<file path="config.mk">
export PLATFORM = sky130hd
export DESIGN_NAME = cir_regbank
export DESIGN_NICKNAME = d
export VERILOG_FILES = /design/src/rtl/cir_sync2.v /design/src/rtl/cir_timer.v /design/src/rtl/cir_regbank.v
export VERILOG_INCLUDE_DIRS = /design/src /design/src/rtl
export SDC_FILE = /design/constraint.sdc
export NUM_CORES = 1
export LEC_CHECK = 0
export BUFFER_PORTS_ARGS = -buffer_cell sky130_fd_sc_hd__buf_2
export CELL_PAD_IN_SITES_DETAIL_PLACEMENT = 1
export CELL_PAD_IN_SITES_GLOBAL_PLACEMENT = 1
export CORE_ASPECT_RATIO = 2
export CORE_UTILIZATION = 25
export CTS_CLUSTER_DIAMETER = 150
export DETAILED_ROUTE_END_ITERATION = 8
export GPL_TIMING_DRIVEN = 0
export MAX_ROUTING_LAYER = met4
export PLACE_DENSITY = 0.51
export SLEW_MARGIN = 20
export SYNTH_ARGS = -nofsm -noshare
export SYNTH_HDL_FRONTEND = slang
export SYNTH_SLANG_ARGS = --single-unit
</file>
<file path="constraint.sdc">
create_clock -name clk -period 3.4 [get_ports clk]
set_clock_uncertainty 0.2 [all_clocks]
set_input_delay 1.02 -clock clk [delete_from_list [all_inputs] [get_ports clk]]
set_output_delay 1.02 -clock clk [all_outputs]
set_load 0.01 [all_outputs]
</file>
<file path="src/rtl/cir_consts.vh">
// constants for the charger control register bank
`ifndef CIR_CONSTS_VH
`define CIR_CONSTS_VH
// ----------------------------------------
// bus address and register offsets
// ----------------------------------------
`define CIR_SLAVE_ADDR 7'h4B
`define CIR_OFS_RESET 8'h00
`define CIR_OFS_CHARGE 8'h01
`define CIR_OFS_SWFREQ 8'h02
`define CIR_OFS_VBAT 8'h03
`define CIR_OFS_THERM 8'h04
`define CIR_OFS_VFLOOR 8'h05
`define CIR_OFS_EVENTS 8'h32
`define CIR_NUM_CTRL 6
// ----------------------------------------
// reset values
// ----------------------------------------
`define CIR_RST_RESET 8'h00
`define CIR_RST_CHARGE 8'h40
`define CIR_RST_SWFREQ 8'h00
`define CIR_RST_VBAT 8'h50
`define CIR_RST_THERM 8'hC0
`define CIR_RST_VFLOOR 8'h0A
// ----------------------------------------
// field positions
// ----------------------------------------
`define CIR_BIT_REGRST 7
`define CIR_BIT_CHGEN 7
`define CIR_BIT_REMIND 3
`define CIR_BIT_RATESEL 7
`define CIR_BIT_CONSTRATE 6
`define CIR_BIT_SPREAD 5
// ----------------------------------------
// timing
// ----------------------------------------
`define CIR_CLK_MHZ 100
`define CIR_STARTUP_US 500
`define CIR_REMIND_MS 2000
`define CIR_REMIND_GAP_US 1
`endif

</file>
<file path="src/rtl/cir_sync2.v">
// two-flop synchroniser for pin inputs
`timescale 1ns/1ns
module cir_sync2 #(
    parameter W = 1
) (
    input wire clk, // system clock
    input wire rst_n, // async reset, active low
    input wire [W-1:0] d, // asynchronous input
    output reg [W-1:0] q // synchronised output
);
    reg [W-1:0] meta_r; // first stage, read only by q

    // ----------------------------------------
    // two stages, nothing taps the first
    // ----------------------------------------
    always @(posedge clk or negedge rst_n) begin
        if (!rst_n) begin
            meta_r <= {W{1'b0}};
            q <= {W{1'b0}};
        end else begin
            meta_r <= d;
            q <= meta_r;
        end
    end
endmodule

</file>
<file path="src/rtl/cir_timer.v">
// free-running interval timer with a one-cycle tick
`timescale 1ns/1ns
module cir_timer #(
    parameter W = 28,
    parameter [W-1:0] LIMIT = 28'd10
) (
    input wire clk, // system clock
    input wire rst_n, // async reset, active low
    input wire clear, // holds the count at zero
    output reg tick // pulse every LIMIT cycles
);
    localparam [W-1:0] LAST = LIMIT - {{(W-1){1'b0}}, 1'b1};
    reg [W-1:0] cnt_r; // elapsed cycles

    // ----------------------------------------
    // count and wrap
    // ----------------------------------------
    always @(posedge clk or negedge rst_n) begin
        if (!rst_n) begin
            cnt_r <= {W{1'b0}};
            tick <= 1'b0;
        end else begin
            tick <= ~clear & (cnt_r == LAST);
            if (clear || cnt_r == LAST) begin
                cnt_r <= {W{1'b0}};
            end else begin
                cnt_r <= cnt_r + {{(W-1){1'b0}}, 1'b1};
            end
        end
    end
endmodule

</file>
<file path="src/rtl/cir_regbank.v">
// two-wire slave control register bank of the charger
`timescale 1ns/1ns
`include "cir_consts.vh"
module cir_regbank #(
    parameter STARTUP_CYCLES = `CIR_STARTUP_US * `CIR_CLK_MHZ,
    parameter REMIND_CYCLES = `CIR_REMIND_MS * 1000 * `CIR_CLK_MHZ
) (
    input wire clk, // system clock, 100 MHz
    input wire rst_n, // async reset, active low
    input wire sclIn, // bus clock pin level
    input wire sdaIn, // bus data pin level
    output wire sdaOut, // bus data drive value
    output reg sdaOe, // high while pulling data low
    input wire enablePin, // device enable pin
    input wire wdtResetReq, // watchdog reset pulse
    input wire [7:0] eventIn, // event pulses, same clock
    input wire [7:0] eventMask, // 1 masks an event
    output wire intOut, // interrupt drive value
    output reg intOe, // high while pulling interrupt low
    output reg deviceReady, // device operational
    output reg chargeEnableBit, // charging allowed
    output wire switchingRateSelect, // 1 selects half rate
    output wire constantRateBit, // 1 fixes the frequency
    output wire spreadSpectrumBit, // 1 enables spreading
    output wire [5:0] batteryTargetVoltageCode, // battery target
    output wire [1:0] thermalLimitCode, // thermal limit
    output wire [6:0] inputVoltageFloorCode // input floor
);
    // ----------------------------------------
    // states and timing
    // ----------------------------------------
    localparam [7:0] ST_IDLE = 8'h01;
    localparam [7:0] ST_ADDR = 8'h02;
    localparam [7:0] ST_AACK = 8'h04;
    localparam [7:0] ST_REG = 8'h08;
    localparam [7:0] ST_WDATA = 8'h10;
    localparam [7:0] ST_DACK = 8'h20;
    localparam [7:0] ST_RDATA = 8'h40;
    localparam [7:0] ST_RACK = 8'h80;
    localparam [7:0] GAP_CYCLES = `CIR_REMIND_GAP_US * `CIR_CLK_MHZ;

    // default value of a control register
    function [7:0] defVal;
        input [7:0] idx;
        begin
            case (idx)
                `CIR_OFS_RESET: defVal = `CIR_RST_RESET;
                `CIR_OFS_CHARGE: defVal = `CIR_RST_CHARGE;
                `CIR_OFS_SWFREQ: defVal = `CIR_RST_SWFREQ;
                `CIR_OFS_VBAT: defVal = `CIR_RST_VBAT;
                `CIR_OFS_THERM: defVal = `CIR_RST_THERM;
                `CIR_OFS_VFLOOR: defVal = `CIR_RST_VFLOOR;
                default: defVal = 8'h00;
            endcase
        end
    endfunction

    // ----------------------------------------
    // declarations
    // ----------------------------------------
    reg [7:0] ctrl_r [0:`CIR_NUM_CTRL-1]; // control registers
    reg [7:0] evt_r; // read-clear event flags
    reg [7:0] state_r; // bus state
    reg [3:0] bitCnt_r; // bits in current byte
    reg [7:0] rxSh_r; // receive shifter
    reg [7:0] txSh_r; // transmit shifter
    reg [7:0] ptr_r; // register pointer
    reg rw_r; // 1 for a read transfer
    reg nack_r; // host declined more data
    reg wrStb_r; // register write pulse
    reg [7:0] wrAddr_r; // write target
    reg [7:0] wrData_r; // write value
    reg rdClr_r; // flags were loaded for reading
    reg regRst_r; // reset bit was written with 1
    reg sclP_r; // previous bus clock
    reg sdaP_r; // previous bus data
    reg [7:0] gapCnt_r; // reminder release time left
    reg [7:0] rdNow; // byte at the pointer
    wire sclS; // synced bus clock
    wire sdaS; // synced bus data
    wire enS; // synced enable pin
    wire startTick; // start-up delay expired
    wire remindTick; // reminder interval expired
    wire pending; // unmasked event waiting
    wire softReset; // restore register defaults
    wire sclRise;
    wire sclFall;
    wire startCond;
    wire stopCond;
    integer i;

    // ----------------------------------------
    // pin synchronisers
    // ----------------------------------------
    cir_sync2 #(.W(3)) u_sync (
        .clk(clk),
        .rst_n(rst_n),
        .d({sclIn, sdaIn, enablePin}),
        .q({sclS, sdaS, enS})
    );

    // delayed copies for edge detection, off the second stage only
    always @(posedge clk or negedge rst_n) begin
        if (!rst_n) begin
            sclP_r <= 1'b0;
            sdaP_r <= 1'b0;
        end else begin
            sclP_r <= sclS;
            sdaP_r <= sdaS;
        end
    end

    assign sclRise = sclS & ~sclP_r;
    assign sclFall = ~sclS & sclP_r;
    assign startCond = sclS & sclP_r & sdaP_r & ~sdaS;
    assign stopCond = sclS & sclP_r & ~sdaP_r & sdaS;

    // ----------------------------------------
    // enable and start-up delay
    // ----------------------------------------
    cir_timer #(.W(32), .LIMIT(STARTUP_CYCLES - 3)) u_start ( // sync and ready flop add 3 cycles
        .clk(clk),
        .rst_n(rst_n),
        .clear(~enS | deviceReady),
        .tick(startTick)
    );

    // ready follows the start-up tick, drops the cycle after the synced pin goes low
    always @(posedge clk or negedge rst_n) begin
        if (!rst_n) begin
            deviceReady <= 1'b0;
        end else if (!enS) begin
            deviceReady <= 1'b0;
        end else if (startTick) begin
            deviceReady <= 1'b1;
        end
    end

    // ----------------------------------------
    // register file
    // ----------------------------------------
    // disabled device, watchdog or reset bit all restore defaults
    assign softReset = regRst_r | wdtResetReq | ~deviceReady;

    always @(posedge clk or negedge rst_n) begin
        if (!rst_n) begin
            for (i = 0; i < `CIR_NUM_CTRL; i = i + 1) begin
                ctrl_r[i] <= defVal(i[7:0]);
            end
            regRst_r <= 1'b0;
        end else if (softReset) begin
            // the written 1 is visible for one cycle, then clears
            for (i = 0; i < `CIR_NUM_CTRL; i = i + 1) begin
                ctrl_r[i] <= defVal(i[7:0]);
            end
            regRst_r <= 1'b0;
        end else if (wrStb_r && wrAddr_r < `CIR_NUM_CTRL) begin
            ctrl_r[wrAddr_r[2:0]] <= wrData_r;
            regRst_r <= (wrAddr_r == `CIR_OFS_RESET) & wrData_r[`CIR_BIT_REGRST];
        end
    end

    // flags: clear only the bits just sent, so a late event is kept; set wins
    always @(posedge clk or negedge rst_n) begin
        if (!rst_n) begin
            evt_r <= 8'h00;
        end else begin
            evt_r <= (softReset ? 8'h00 : evt_r & ~({8{rdClr_r}} & txSh_r)) | eventIn;
        end
    end

    // read mux, unmapped offsets read zero
    always @* begin
        rdNow = 8'h00;
        if (ptr_r < `CIR_NUM_CTRL) begin
            rdNow = ctrl_r[ptr_r[2:0]];
        end else if (ptr_r == `CIR_OFS_EVENTS) begin
            rdNow = evt_r;
        end
    end

    // ----------------------------------------
    // field outputs
    // ----------------------------------------
    always @(posedge clk or negedge rst_n) begin
        if (!rst_n) begin
            chargeEnableBit <= 1'b0;
        end else begin
            chargeEnableBit <= ctrl_r[1][`CIR_BIT_CHGEN] & deviceReady;
        end
    end

    assign switchingRateSelect = ctrl_r[2][`CIR_BIT_RATESEL];
    assign constantRateBit = ctrl_r[2][`CIR_BIT_CONSTRATE];
    assign spreadSpectrumBit = ctrl_r[2][`CIR_BIT_SPREAD];
    assign batteryTargetVoltageCode = ctrl_r[3][7:2];
    assign thermalLimitCode = ctrl_r[4][7:6];
    assign inputVoltageFloorCode = ctrl_r[5][7:1];

    // ----------------------------------------
    // interrupt and reminder
    // ----------------------------------------
    assign pending = |(evt_r & ~eventMask);

    // interval runs only while reminding is on and an unmasked event is pending
    cir_timer #(.W(32), .LIMIT(REMIND_CYCLES)) u_remind (
        .clk(clk),
        .rst_n(rst_n),
        .clear(~(ctrl_r[1][`CIR_BIT_REMIND] & pending)),
        .tick(remindTick)
    );

    // short release window so the host sees a fresh falling edge
    always @(posedge clk or negedge rst_n) begin
        if (!rst_n) begin
            gapCnt_r <= 8'h00;
        end else if (remindTick) begin
            gapCnt_r <= GAP_CYCLES;
        end else if (gapCnt_r != 8'h00) begin
            gapCnt_r <= gapCnt_r - 8'h01;
        end
    end

    always @(posedge clk or negedge rst_n) begin
        if (!rst_n) begin
            intOe <= 1'b0;
        end else begin
            intOe <= pending & deviceReady & (gapCnt_r == 8'h00);
        end
    end

    assign intOut = 1'b0; // open drain: only ever pulls low
    assign sdaOut = 1'b0; // open drain data

    // ----------------------------------------
    // bus slave state machine
    // ----------------------------------------
    // samples data on clock rise, changes drive on clock fall
    always @(posedge clk or negedge rst_n) begin
        if (!rst_n) begin
            state_r <= ST_IDLE;
            bitCnt_r <= 4'h0;
            rxSh_r <= 8'h00;
            txSh_r <= 8'h00;
            ptr_r <= 8'h00;
            rw_r <= 1'b0;
            nack_r <= 1'b0;
            sdaOe <= 1'b0;
            wrStb_r <= 1'b0;
            wrAddr_r <= 8'h00;
            wrData_r <= 8'h00;
            rdClr_r <= 1'b0;
        end else begin
            wrStb_r <= 1'b0;
            rdClr_r <= 1'b0;
            if (!deviceReady) begin
                // disabled: deaf to the bus
                state_r <= ST_IDLE;
                sdaOe <= 1'b0;
            end else if (startCond) begin
                // start or repeated start, pointer is kept
                state_r <= ST_ADDR;
                bitCnt_r <= 4'h0;
                sdaOe <= 1'b0;
            end else if (stopCond) begin
                state_r <= ST_IDLE;
                sdaOe <= 1'b0;
            end else begin
                case (state_r)
                    ST_IDLE: begin
                        sdaOe <= 1'b0;
                    end
                    ST_ADDR, ST_REG, ST_WDATA: begin
                        if (sclRise) begin
                            rxSh_r <= {rxSh_r[6:0], sdaS};
                            bitCnt_r <= bitCnt_r + 4'h1;
                        end else if (sclFall && bitCnt_r == 4'h8) begin
                            bitCnt_r <= 4'h0;
                            if (state_r == ST_ADDR) begin
                                if (rxSh_r[7:1] == `CIR_SLAVE_ADDR) begin
                                    sdaOe <= 1'b1;
                                    rw_r <= rxSh_r[0];
                                    state_r <= ST_AACK;
                                end else begin
                                    state_r <= ST_IDLE;
                                end
                            end else if (state_r == ST_REG) begin
                                ptr_r <= rxSh_r;
                                sdaOe <= 1'b1;
                                state_r <= ST_DACK;
                            end else begin
                                // flags are read-clear, writes there are dropped
                                wrStb_r <= 1'b1;
                                wrAddr_r <= ptr_r;
                                wrData_r <= rxSh_r;
                                ptr_r <= ptr_r + 8'h01;
                                sdaOe <= 1'b1;
                                state_r <= ST_DACK;
                            end
                        end
                    end
                    ST_AACK, ST_RACK: begin
                        if (sclRise && state_r == ST_RACK) begin
                            nack_r <= sdaS;
                        end else if (sclFall) begin
                            if (state_r == ST_AACK && !rw_r) begin
                                sdaOe <= 1'b0;
                                state_r <= ST_REG;
                            end else if (state_r == ST_RACK && nack_r) begin
                                sdaOe <= 1'b0;
                                state_r <= ST_IDLE;
                            end else begin
                                txSh_r <= rdNow;
                                sdaOe <= ~rdNow[7];
                                rdClr_r <= (ptr_r == `CIR_OFS_EVENTS);
                                ptr_r <= ptr_r + 8'h01;
                                bitCnt_r <= 4'h0;
                                nack_r <= 1'b0;
                                state_r <= ST_RDATA;
                            end
                        end
                    end
                    ST_DACK: begin
                        if (sclFall) begin
                            sdaOe <= 1'b0;
                            state_r <= ST_WDATA;
                        end
                    end
                    ST_RDATA: begin
                        if (sclRise) begin
                            bitCnt_r <= bitCnt_r + 4'h1;
                        end else if (sclFall) begin
                            if (bitCnt_r == 4'h8) begin
                                sdaOe <= 1'b0;
                                bitCnt_r <= 4'h0;
                                state_r <= ST_RACK;
                            end else begin
                                txSh_r <= {txSh_r[6:0], 1'b0};
                                sdaOe <= ~txSh_r[6];
                            end
                        end
                    end
                    default: begin
                        state_r <= ST_IDLE;
                        sdaOe <= 1'b0;
                    end
                endcase
            end
        end
    end
endmodule

</file>
## Word level (Yosys, flattened, before mapping)

Index checks and enable logic that the tools add are counted.
Widths: inputs -> output; s select.

- Register bits: 199
- Input port bits: 22
- Output and inout port bits: 24
- Logic and storage cells: 256

- Add/sub/neg operators: 5
- $lt $le $gt $ge: 5
- Equality and inequality tests: 44
- Mux-type cells: 100
- Bitwise logic cells: 40
- Reductions and logical operators: 30

Operators with widths:

| kind | count |
|---|---|
| $mux 8 | 35 |
| $mux 48 | 2 |
| $add 32x1->32 const B | 2 |
| $mux 32 | 2 |
| $bwmux 48 | 1 |
| $mux 4 | 11 |
| $ne 5x5->1 const B | 8 |
| $pmux 8 s5 | 1 |
| $mux 1 | 39 |
| $eq 32x16->1 const B | 1 |
| $eq 32x28->1 const B | 1 |
| $pmux 8 s2 | 2 |
| $ne 2x2->1 const B | 13 |
| $and 8x8->8 | 3 |
| $bmux 8 s3 | 1 |
| $demux 8 s3 | 1 |
| $reduce_and 8->1 | 3 |
| $reduce_and 11->1 | 2 |
| $eq 8x6->1 const B | 2 |
| $logic_not 8->1 | 2 |
| $lt 8x3->1 const B | 2 |
| $ne 4x4->1 const B | 4 |
| $not 8->8 | 2 |
| $not 1->1 | 15 |
| 38 further kinds | 69 |

## Logic depth before layout (Yosys ltp)

Gate-level depths: netlist (run 1).

- Depth in word-level cells: 14
- Depth in mapped cells: 10
- Mapped depth without buffers: 8

## Modules after synthesis

From an unflattened synthesis (run 1), not the netlist that was laid out.

- Cell total of the unflattened synthesis: 1,082
- Area total of the unflattened synthesis: 10,601.4 µm²

By module, submodules not included:

| module | instances | cells an instance | area an instance (µm²) | sequential area each (µm²) |
|---|---|---|---|---|
| cir_regbank | 1 | 682 | 6,742.7 | 3,188.1 |
| cir_timer (u_start) | 1 | 197 | 1,875.5 | 825.8 |
| cir_timer (u_remind) | 1 | 197 | 1,833.0 | 825.8 |
| cir_sync2 | 1 | 6 | 150.1 | 150.1 |

## Worst setup path before layout (run 1)

OpenSTA, ideal clock, no wires.

- Path kind: register to register
- From: register state_r[1]
- To: register state_r[2]
- Setup time: 0.128 ns
- Arrival time: 2.215 ns
- Required time: 3.072 ns
- Setup slack: 0.857 ns
- Cell stages (with the launch flop): 9
- Buffers on the path: 2
- Clock period less this slack: 2.543 ns
- Cell sequence: dfrtp_1 > buf_6 > or4_4 > buf_6 > nor4b_4 > nor2_1 > o21a_1 > a31oi_4 > mux2_1

- Longest elaborated chain between the ends: 9
- Elaborated cells on any way between the ends: 32
- Classes of those cells: eq/ne (17); mux (10); reduce/logical (5)

Ends and longest elaborated chain:

| item | RTL line | source |
|---|---|---|
| from (decl) | cir_regbank.v:63 | `reg [7:0] state_r;` |
| from (signal assigned) | cir_regbank.v:241 | `state_r <= ST_IDLE;` |
| from (signal assigned) | cir_regbank.v:258 | `state_r <= ST_IDLE;` |
| from (signal assigned) | cir_regbank.v:262 | `state_r <= ST_ADDR;` |
| $eq 8x3->1 | cir_regbank.v:269, cir_regbank.v:306 |  |
| $logic_and 1x1->1 | cir_regbank.v:306 | `if (state_r == ST_AACK && !rw_r) begin` |
| $mux 7 | cir_regbank.v:306 |  |
| $mux 8 | cir_regbank.v:305 | `end else if (sclFall) begin` |
| $mux 8 | cir_regbank.v:303 | `if (sclRise && state_r == ST_RACK) begin` |
| $pmux 8 s5 | cir_regbank.v:269 | `case (state_r)` |
| $mux 8 | cir_regbank.v:265 | `end else if (stopCond) begin` |
| $mux 8 | cir_regbank.v:260 | `end else if (startCond) begin` |
| $mux 8 | cir_regbank.v:256 | `if (!deviceReady) begin` |

Parallel ways exist; a longest one is shown, timed or not. The select of a mux whose other input is x is not followed.
A chain may end at the register's enable or synchronous reset.

## Worst setup path in the final report (run 1)

- From: register state_r[5]
- To: register sdaOe

- Longest elaborated chain between the ends: 10
- Elaborated cells on any way between the ends: 32
- Classes of those cells: eq/ne (15); mux (11); reduce/logical (6)

Ends and longest elaborated chain:

| item | RTL line | source |
|---|---|---|
| $eq 8x8->1 | cir_regbank.v:269, cir_regbank.v:303, cir_regbank.v:309 |  |
| $logic_and 1x1->1 | cir_regbank.v:309 | `end else if (state_r == ST_RACK && nack_r) begin` |
| $mux 1 | cir_regbank.v:309 |  |
| $mux 1 | cir_regbank.v:306 |  |
| $mux 1 | cir_regbank.v:305 |  |
| $mux 1 | cir_regbank.v:303 |  |
| $pmux 1 s4 | cir_regbank.v:269 |  |
| $mux 1 | cir_regbank.v:265 |  |
| $mux 1 | cir_regbank.v:260 |  |
| $mux 1 | cir_regbank.v:256 |  |
| to (signal assigned) | cir_regbank.v:314 | `sdaOe <= ~rdNow[7];` |
| to (signal assigned) | cir_regbank.v:339 | `sdaOe <= ~txSh_r[6];` |
| to (decl) | cir_regbank.v:13 | `output reg sdaOe,` |

Parallel ways exist; a longest one is shown, timed or not. The select of a mux whose other input is x is not followed.

==> results of run 1 <==
[cells by family (layout without fill, tap and decap cells)]
| kind of cell | count (synthesis) | count (layout) |
|---|---|---|
| simple gates | 389 | 389 |
| flops | 199 | 199 |
| compound gates | 184 | 184 |
| buf+inv | 109 | 185 |
| mux | 68 | 68 |
| xor+xnor | 64 | 64 |
| fa+ha+maj | 12 | 12 |
| other cells | 1 | 2 |
[per-layer routing]
metal	part of all wire, %	GRT usage, %
met5	0	-
met3	1.6	2.27
met2	59	33.5
met4	4.7	10.1
met1	35	15.8
[what timing repair did]
item	4_1_cts	5_1_grt
hold endpoints to repair	0	0
resized for setup	1	1
endpoints found under the setup margin	6	3
[cells in the final DEF (no fill, tap or decap), drive strengths merged, types with 9 or more instances in the layout]
cell type,count
inv,47
nand3,46
a31o,9
o21ai,62
nand4,15
ha,12
or3,11
xnor2,36
mux2i,27
nor4b,9
nor2,127
and3,16
a21oi,56
nor4,15
buf,78
mux2,34
dfrtp,191
clkbuf,50
nor3,23
o22ai,13
nand2,83
xor2,28
[final timing paths]
kind | startpoint | to | slack, ns | cells after the start
setup / recovery | state_r[5]$_DFFE_PN0P_ | sdaOe$_DFFE_PN0P_ | 0.24 | 7
hold / removal | u_sync.meta_r[0]$_DFF_PN0_ | u_sync.q[0]$_DFF_PN0_ | 0.16 | 0
setup reg to reg | state_r[5]$_DFFE_PN0P_ | sdaOe$_DFFE_PN0P_ | 0.24 | 7
hold reg to reg | u_sync.meta_r[0]$_DFF_PN0_ | u_sync.q[0]$_DFF_PN0_ | 0.16 | 0
max in group asynchronous | rst_n | inputVoltageFloorCode[2]$_DFFE_PN1P_ | 1.96 | 2
min in group asynchronous | rst_n | u_remind.cnt_r[15]$_DFF_PN0_ | 0.22 | 1
[per-stage QoR]
step	hold WS, ns	power [mW]	cells
after global routing	0.172	4.71	1633
after detailed placement	0.145	2.56	1602
after CTS	0.163	4.62	1634
final	0.160	4.55	1633
after floorplan	0.131	2.47	1027
after global placement	0.142	2.55	1600
[state kept, by name, indices dropped and copies added, names as in the netlist, 3 cells and up]
register and flops:
batteryTargetVoltageCode 6, bitCnt_r 4, ctrl_r 30, evt_r 8, gapCnt_r 8, inputVoltageFloorCode 7, ptr_r 8, rxSh_r 8
state_r 8, txSh_r 8, u_remind.cnt_r 32, u_start.cnt_r 32, u_sync.meta_r 3, u_sync.q 3, wrAddr_r 8, wrData_r 8
[final cells by class]
type	instances	area, um2	area share (%)
buffer	64	344	2.95
clock buffer	19	443	3.80
clock inverter	13	123	1.05
inverter	44	165	1.42
multi-input combinational	719	4650	39.9
sequential	199	4990	42.8
tap	530	663	5.69
timing repair buffer	45	280	2.40
[power breakdown]
part / internal [mW] / total [mW] / switching (mW)
logic: 0.0343 / 0.119 / 0.0846
registers: 2.38 / 2.39 / 0.0127
clock network: 1.04 / 2.04 / 1.00
total: 3.45 / 4.55 / 1.10
==> results.cfg, run 1 <==
[power_and_ir_drop]
cellLeakagePower_nw = 4.81
pwr_density_cell_mw_per_mm2 = 390
ir_drop_mv = 0.283

[clock_tree]
cts_max_level = 4
cts_inserted_buffers = 17
clockRootBuffer = clkbuf_16
cts_tree = done
path_clk_slew_ns = 0.07
cts_setup_buffers = 0
cts.sinks = 199
clock_path_buffers = 2
insertion_delay_ns = 0.47
holdBufCountCts = 0

[run]
maxCapViolCount = 0

[logic_synthesis]
ys_async_sr_fraction_pct = 100
synth_simple_gate_area_share_pct = 19.5
yosys_warnings = 0
ys_types = 77
yosysMostFrequentCell = dfrtp_1
synthXorXnorAreaFrac_pct = 5.53
synth-compound-area-share_pct = 11.2
synth_cells = 1026
ys.flop_type = dfrtp_1
synth_top_family_by_area = simple AND/OR/NAND/NOR gates
synth_seq_cells = 199
synthMuxAreaShare_pct = 8.00
yosys-top-cells-area = dfrtp_1, nor2_1, mux2_2
synth_edf_count = 0
ys_seq_area_share_pct = 49.2
synth_top_area_share_pct = 47.1
synth_fa_ha_area_share_pct = 1.48
syn_avg_cell_area_um2 = 9.88
yosys.area.top_type = dfrtp_1
syn-cell-area_mm2 = 0.0101
yosys-top-cells-count = dfrtp_1, nor2_1, nand2_1, a21oi_1, o21ai_0

[critical_path]
critical_path.cell_chain = buf_2 > nor4_4 > o2111ai_1 > nor3_2 > o21bai_1 > o21bai_1 > o2bb2ai_1
path_max_fanout = 10
slowest_delay_ns = 0.78
crit_path_start_kind = flop
cp_common_cell = o21bai_1
critPathKind = reg -> reg
critPathTopFamily = simple AND/OR/NAND/NOR gates
crit_buf_inv = 1
end_kind = flop
arrival_ns = 3.35
worst_ep_required_time_ns = 3.58
crit_path_top_delay_cell = nor3_2

[sta]
max_slew.worst_pin.slew_ns = 1.03
relSlewSlack_pct = 30.6
fmax_ghz = 0.316
final-max-slew-violation-count = 0
hold_viol = 0
fin_crit_ns = 3.16
post-route-period-util_pct = 93.1
tns_ns = 0
rsz0062_at_grt = no
setup_violations = 0
finalWorstSetupSlack_ns = 0.235

[layout]
antenna-diode-count = 0
drive_gt1_share_pct = 16.2
stdcell_area_mm2 = 0.0117
fin_util_pct = 29.1
fillers = 4679
area_growth_pct = 15.0
final_nets = 1124

[route]
firstDrtPassIters = 7
wirelength_um = 32700
via_per_inst = 4.81
vias = 7859
routedWlPerCell_um = 20.0
drt_iter0_drc = 344
ant_nets = 0
remaining_drc_errors = 1

[die]
die_y_um = 287
core_area_mm2 = 0.0401
dieArea_mm2 = 0.0414
initial_core_util_pct = 25.3
die_x_um = 144
io_pins = 46
row_count = 104

[placement]
place_congestion = 0.816
dpl.hpwl_um = 24900
io_buffers = 43
place_area_mm2 = 0.0111
pre_cts_slack_ns = -0.0899

[grt]
grt_pass1_vias = 8721
grt_pass1_wl_um = 51400
grt_max_degree = 90
overflow = 0
grt_usage_pct = 17.4
antenna_found_initial = 0

[outcome]
violations = design-rule violations
status = finished with violations

[hold_path]
hold_class = reg -> reg
(Power assumes the default switching activity.)
==> run 2, diff against run 1 <==
--- a/config.mk
+++ b/config.mk
@@ -6,6 +6,7 @@
 export SDC_FILE = /design/constraint.sdc
 export NUM_CORES = 1
 export LEC_CHECK = 0
+export ABC_AREA = 1
 export BUFFER_PORTS_ARGS = -buffer_cell sky130_fd_sc_hd__buf_2
 export CELL_PAD_IN_SITES_DETAIL_PLACEMENT = 1
 export CELL_PAD_IN_SITES_GLOBAL_PLACEMENT = 1
@@ -15,7 +16,7 @@
 export DETAILED_ROUTE_END_ITERATION = 8
 export GPL_TIMING_DRIVEN = 0
 export MAX_ROUTING_LAYER = met4
-export PLACE_DENSITY = 0.51
+export PLACE_DENSITY = 0.52
 export SLEW_MARGIN = 20
 export SYNTH_ARGS = -nofsm -noshare
 export SYNTH_HDL_FRONTEND = slang
==> results.cfg, run 2 <==
[grt]
grt_pass1_vias = 10300
antenna_found_initial = 0
grt_pass1_wl_um = 58300
overflow = 0
grt_max_degree = 89
grt_usage_pct = 18.3

[sta]
post-route-period-util_pct = 79.6
holdWs_ns = 0.154
fmax_ghz = 0.369
relSlewSlack_pct = 54.6
hold_viol = 0
final-max-slew-violation-count = 0
fin_crit_ns = 2.71
max_slew.worst_pin.slew_ns = 0.681
rsz0062_at_grt = no
setup_violations = 0

[clock_tree]
clockRootBuffer = clkbuf_16
cts_max_level = 4
holdBufCountCts = 0
post_cts_resized = 0
path_clk_slew_ns = 0.08
cts_setup_buffers = 0
cts.sinks = 199
insertion_delay_ns = 0.46
clock_path_buffers = 2
cts_tree = done
cts_inserted_buffers = 17

[power_and_ir_drop]
pwr_density_cell_mw_per_mm2 = 373
cellLeakagePower_nw = 5.55
swShare_pct = 24.6
p_switching_mw = 1.13
p_seq_share_pct = 52.2
p_comb_share_pct = 2.7
ir_drop_mv = 0.347
p_int_mw = 3.44
p_clk_share_pct = 45.1

[route]
ant_nets = 0
wirelength_um = 36300
drt_iter0_drc = 220
remaining_drc_errors = 0
via_per_inst = 4.68
firstDrtPassIters = 4
vias = 9329
routedWlPerCell_um = 18.2

[placement]
dpl.hpwl_um = 29300
dp.cells = 1961
place_congestion = 0.860
io_buffers = 43

[layout]
area_growth_pct = 14.3
final_nets = 1469
fin_util_pct = 28.9
layout.cells.non_filler = 1993
antenna-diode-count = 0
mostFrequentLayoutCells = nand2_1, dfrtp_1, inv_1
largest_registers = u_remind.cnt_r: 32 flops, u_start.cnt_r: 32 flops, ctrl_r: 30 flops
fillers = 5134
drive_gt1_share_pct = 11.1
final_common_cell = nand2_1

[die]
core_area_mm2 = 0.0424
io_pins = 46
die_x_um = 148
die_y_um = 295
dieArea_mm2 = 0.0438
row_count = 107
initial_core_util_pct = 25.3

[logic_synthesis]
yosys-top-cells-count = nand2_1, dfrtp_1, inv_1, nor2_1, o21ai_0
synth_simple_gate_area_share_pct = 28.1
ys_async_sr_fraction_pct = 100
synth-compound-area-share_pct = 10.7
synth_top_family_by_area = simple AND/OR/NAND/NOR gates
synth_edf_count = 0
synth_top_area_share_pct = 44.6
yosysMostFrequentCell = nand2_1
yosys.area.top_type = dfrtp_1
synth_fa_ha_area_share_pct = 1.40
ys_types = 47
ys.flop_type = dfrtp_1
syn-cell-area_mm2 = 0.0107
yosys_warnings = 0
ys_seq_area_share_pct = 46.5
synth_seq_cells = 199
syn_avg_cell_area_um2 = 7.83
synthXorXnorAreaFrac_pct = 3.02
yosys-top-cells-area = dfrtp_1, nand2_1, inv_1
synth_cells = 1370
synthMuxAreaShare_pct = 1.13

[critical_path]
rrSetupSlack_ns = 0.69
critPathKind = reg -> reg
ff2ff_path_depth = 7
worst_ep_required_time_ns = 3.61
path_max_fanout = 10
r2r_start = ptr_r[1]$_DFFE_PN0P_
end_kind = flop
arrival_ns = 2.91
crit_path_start_kind = flop
r2r_end = txSh_r[2]$_DFFE_PN0P_

[hold_path]
hp-start = u_sync.meta_r[0]$_DFF_PN0_
min_to = u_sync.q[0]$_DFF_PN0_
hold_class = reg -> reg
hold_depth = 0

[outcome]
status = finished, final reports clean

[run]
maxCapViolCount = 0
## run 2: changes by cell type after synthesis, sizes merged, moves of 11 or more
cell and delta:
clkbuf -19, nand3 +48, nor2 +53, or3 -11
xnor2 -25, o21ai +43, inv +137, mux2 -33
mux2i -16, a21oi -11, and3 -12, nand2 +207
nand4 +12, nor3 +34
## run 2: area by class of cell
class,count,area (um2),area share (%)
Clock inverter,14,140,1.14
Sequential cell,199,4990,40.7
Clock buffer,18,429,3.50
Buffer,49,298,2.43
Timing Repair Buffer,45,280,2.29
Tap cell,545,682,5.56
Multi-Input combinational cell,941,4760,38.8
Inverter,182,683,5.57
## run 2: cells by family after synthesis
logic type / count (synthesis)
compound gates: 204
xor+xnor: 37
fa+ha+maj: 12
buf+inv: 231
flops: 199
mux: 12
other cells: 1
simple gates: 674
## run 2: routing by layer
metal,up-vias,global-route usage (%),routed length [um]
li1,4564,-,-
met1,4574,16.4,12400
met3,76,1.90,485
met2,115,36.6,21800
met5,-,-,0
met4,0,9.25,1650
## run 2: power groups by stage
stage	Sequential [mW]	Combinational [mW]	Clock, mW
2_1_floorplan	2.43	0.0386	0
3_3_place_gp	2.43	0.121	0
3_5_place_dp	2.43	0.132	0
4_1_cts	2.39	0.132	2.15
5_1_grt	2.39	0.145	2.22
6_report	2.39	0.124	2.06
## run 2: worst max-delay path, stage by stage (launching register included)
cell,delay (ns)
dfrtp_1,0.38
clkbuf_1,0.52
buf_1,0.56
o211ai_1,0.22
a21oi_1,0.32
nor2_1,0.08
o21ai_0,0.22
o21a_1,0.14
## run 2: how the worst max path moves through the flow
stage                         startpoint                                       to  slack [ns]  depth (start not counted)
floorplan                    wdtResetReq  batteryTargetVoltageCode[2]$_DFFE_PN1P_        1.18                          5
global placement                   rst_n               u_start.cnt_r[0]$_DFF_PN0_       -2.68                          1
detailed placement           wdtResetReq  batteryTargetVoltageCode[2]$_DFFE_PN1P_        0.56                          6
CTS                 ptr_r[0]$_DFFE_PN0P_                        sdaOe$_DFFE_PN0P_        0.60                         12
global route        ptr_r[0]$_DFFE_PN0P_                        sdaOe$_DFFE_PN0P_        0.48                         12
finish              ptr_r[1]$_DFFE_PN0P_                    txSh_r[2]$_DFFE_PN0P_        0.69                          7
## run 2: stage by stage
| stage | area [um2] | setup slack (ns) | setup TNS, ns | power, mW |
|---|---|---|---|---|
| global route | 12300 | 0.478 | 0 | 4.76 |
| floorplan | 10700 | 1.18 | 0 | 2.47 |
| global placement | 11600 | -2.68 | -515.77 | 2.55 |
| detailed placement | 11700 | 0.558 | 0 | 2.56 |
| finish | 12300 | 0.694 | 0 | 4.57 |
| CTS | 12300 | 0.602 | 0 | 4.67 |
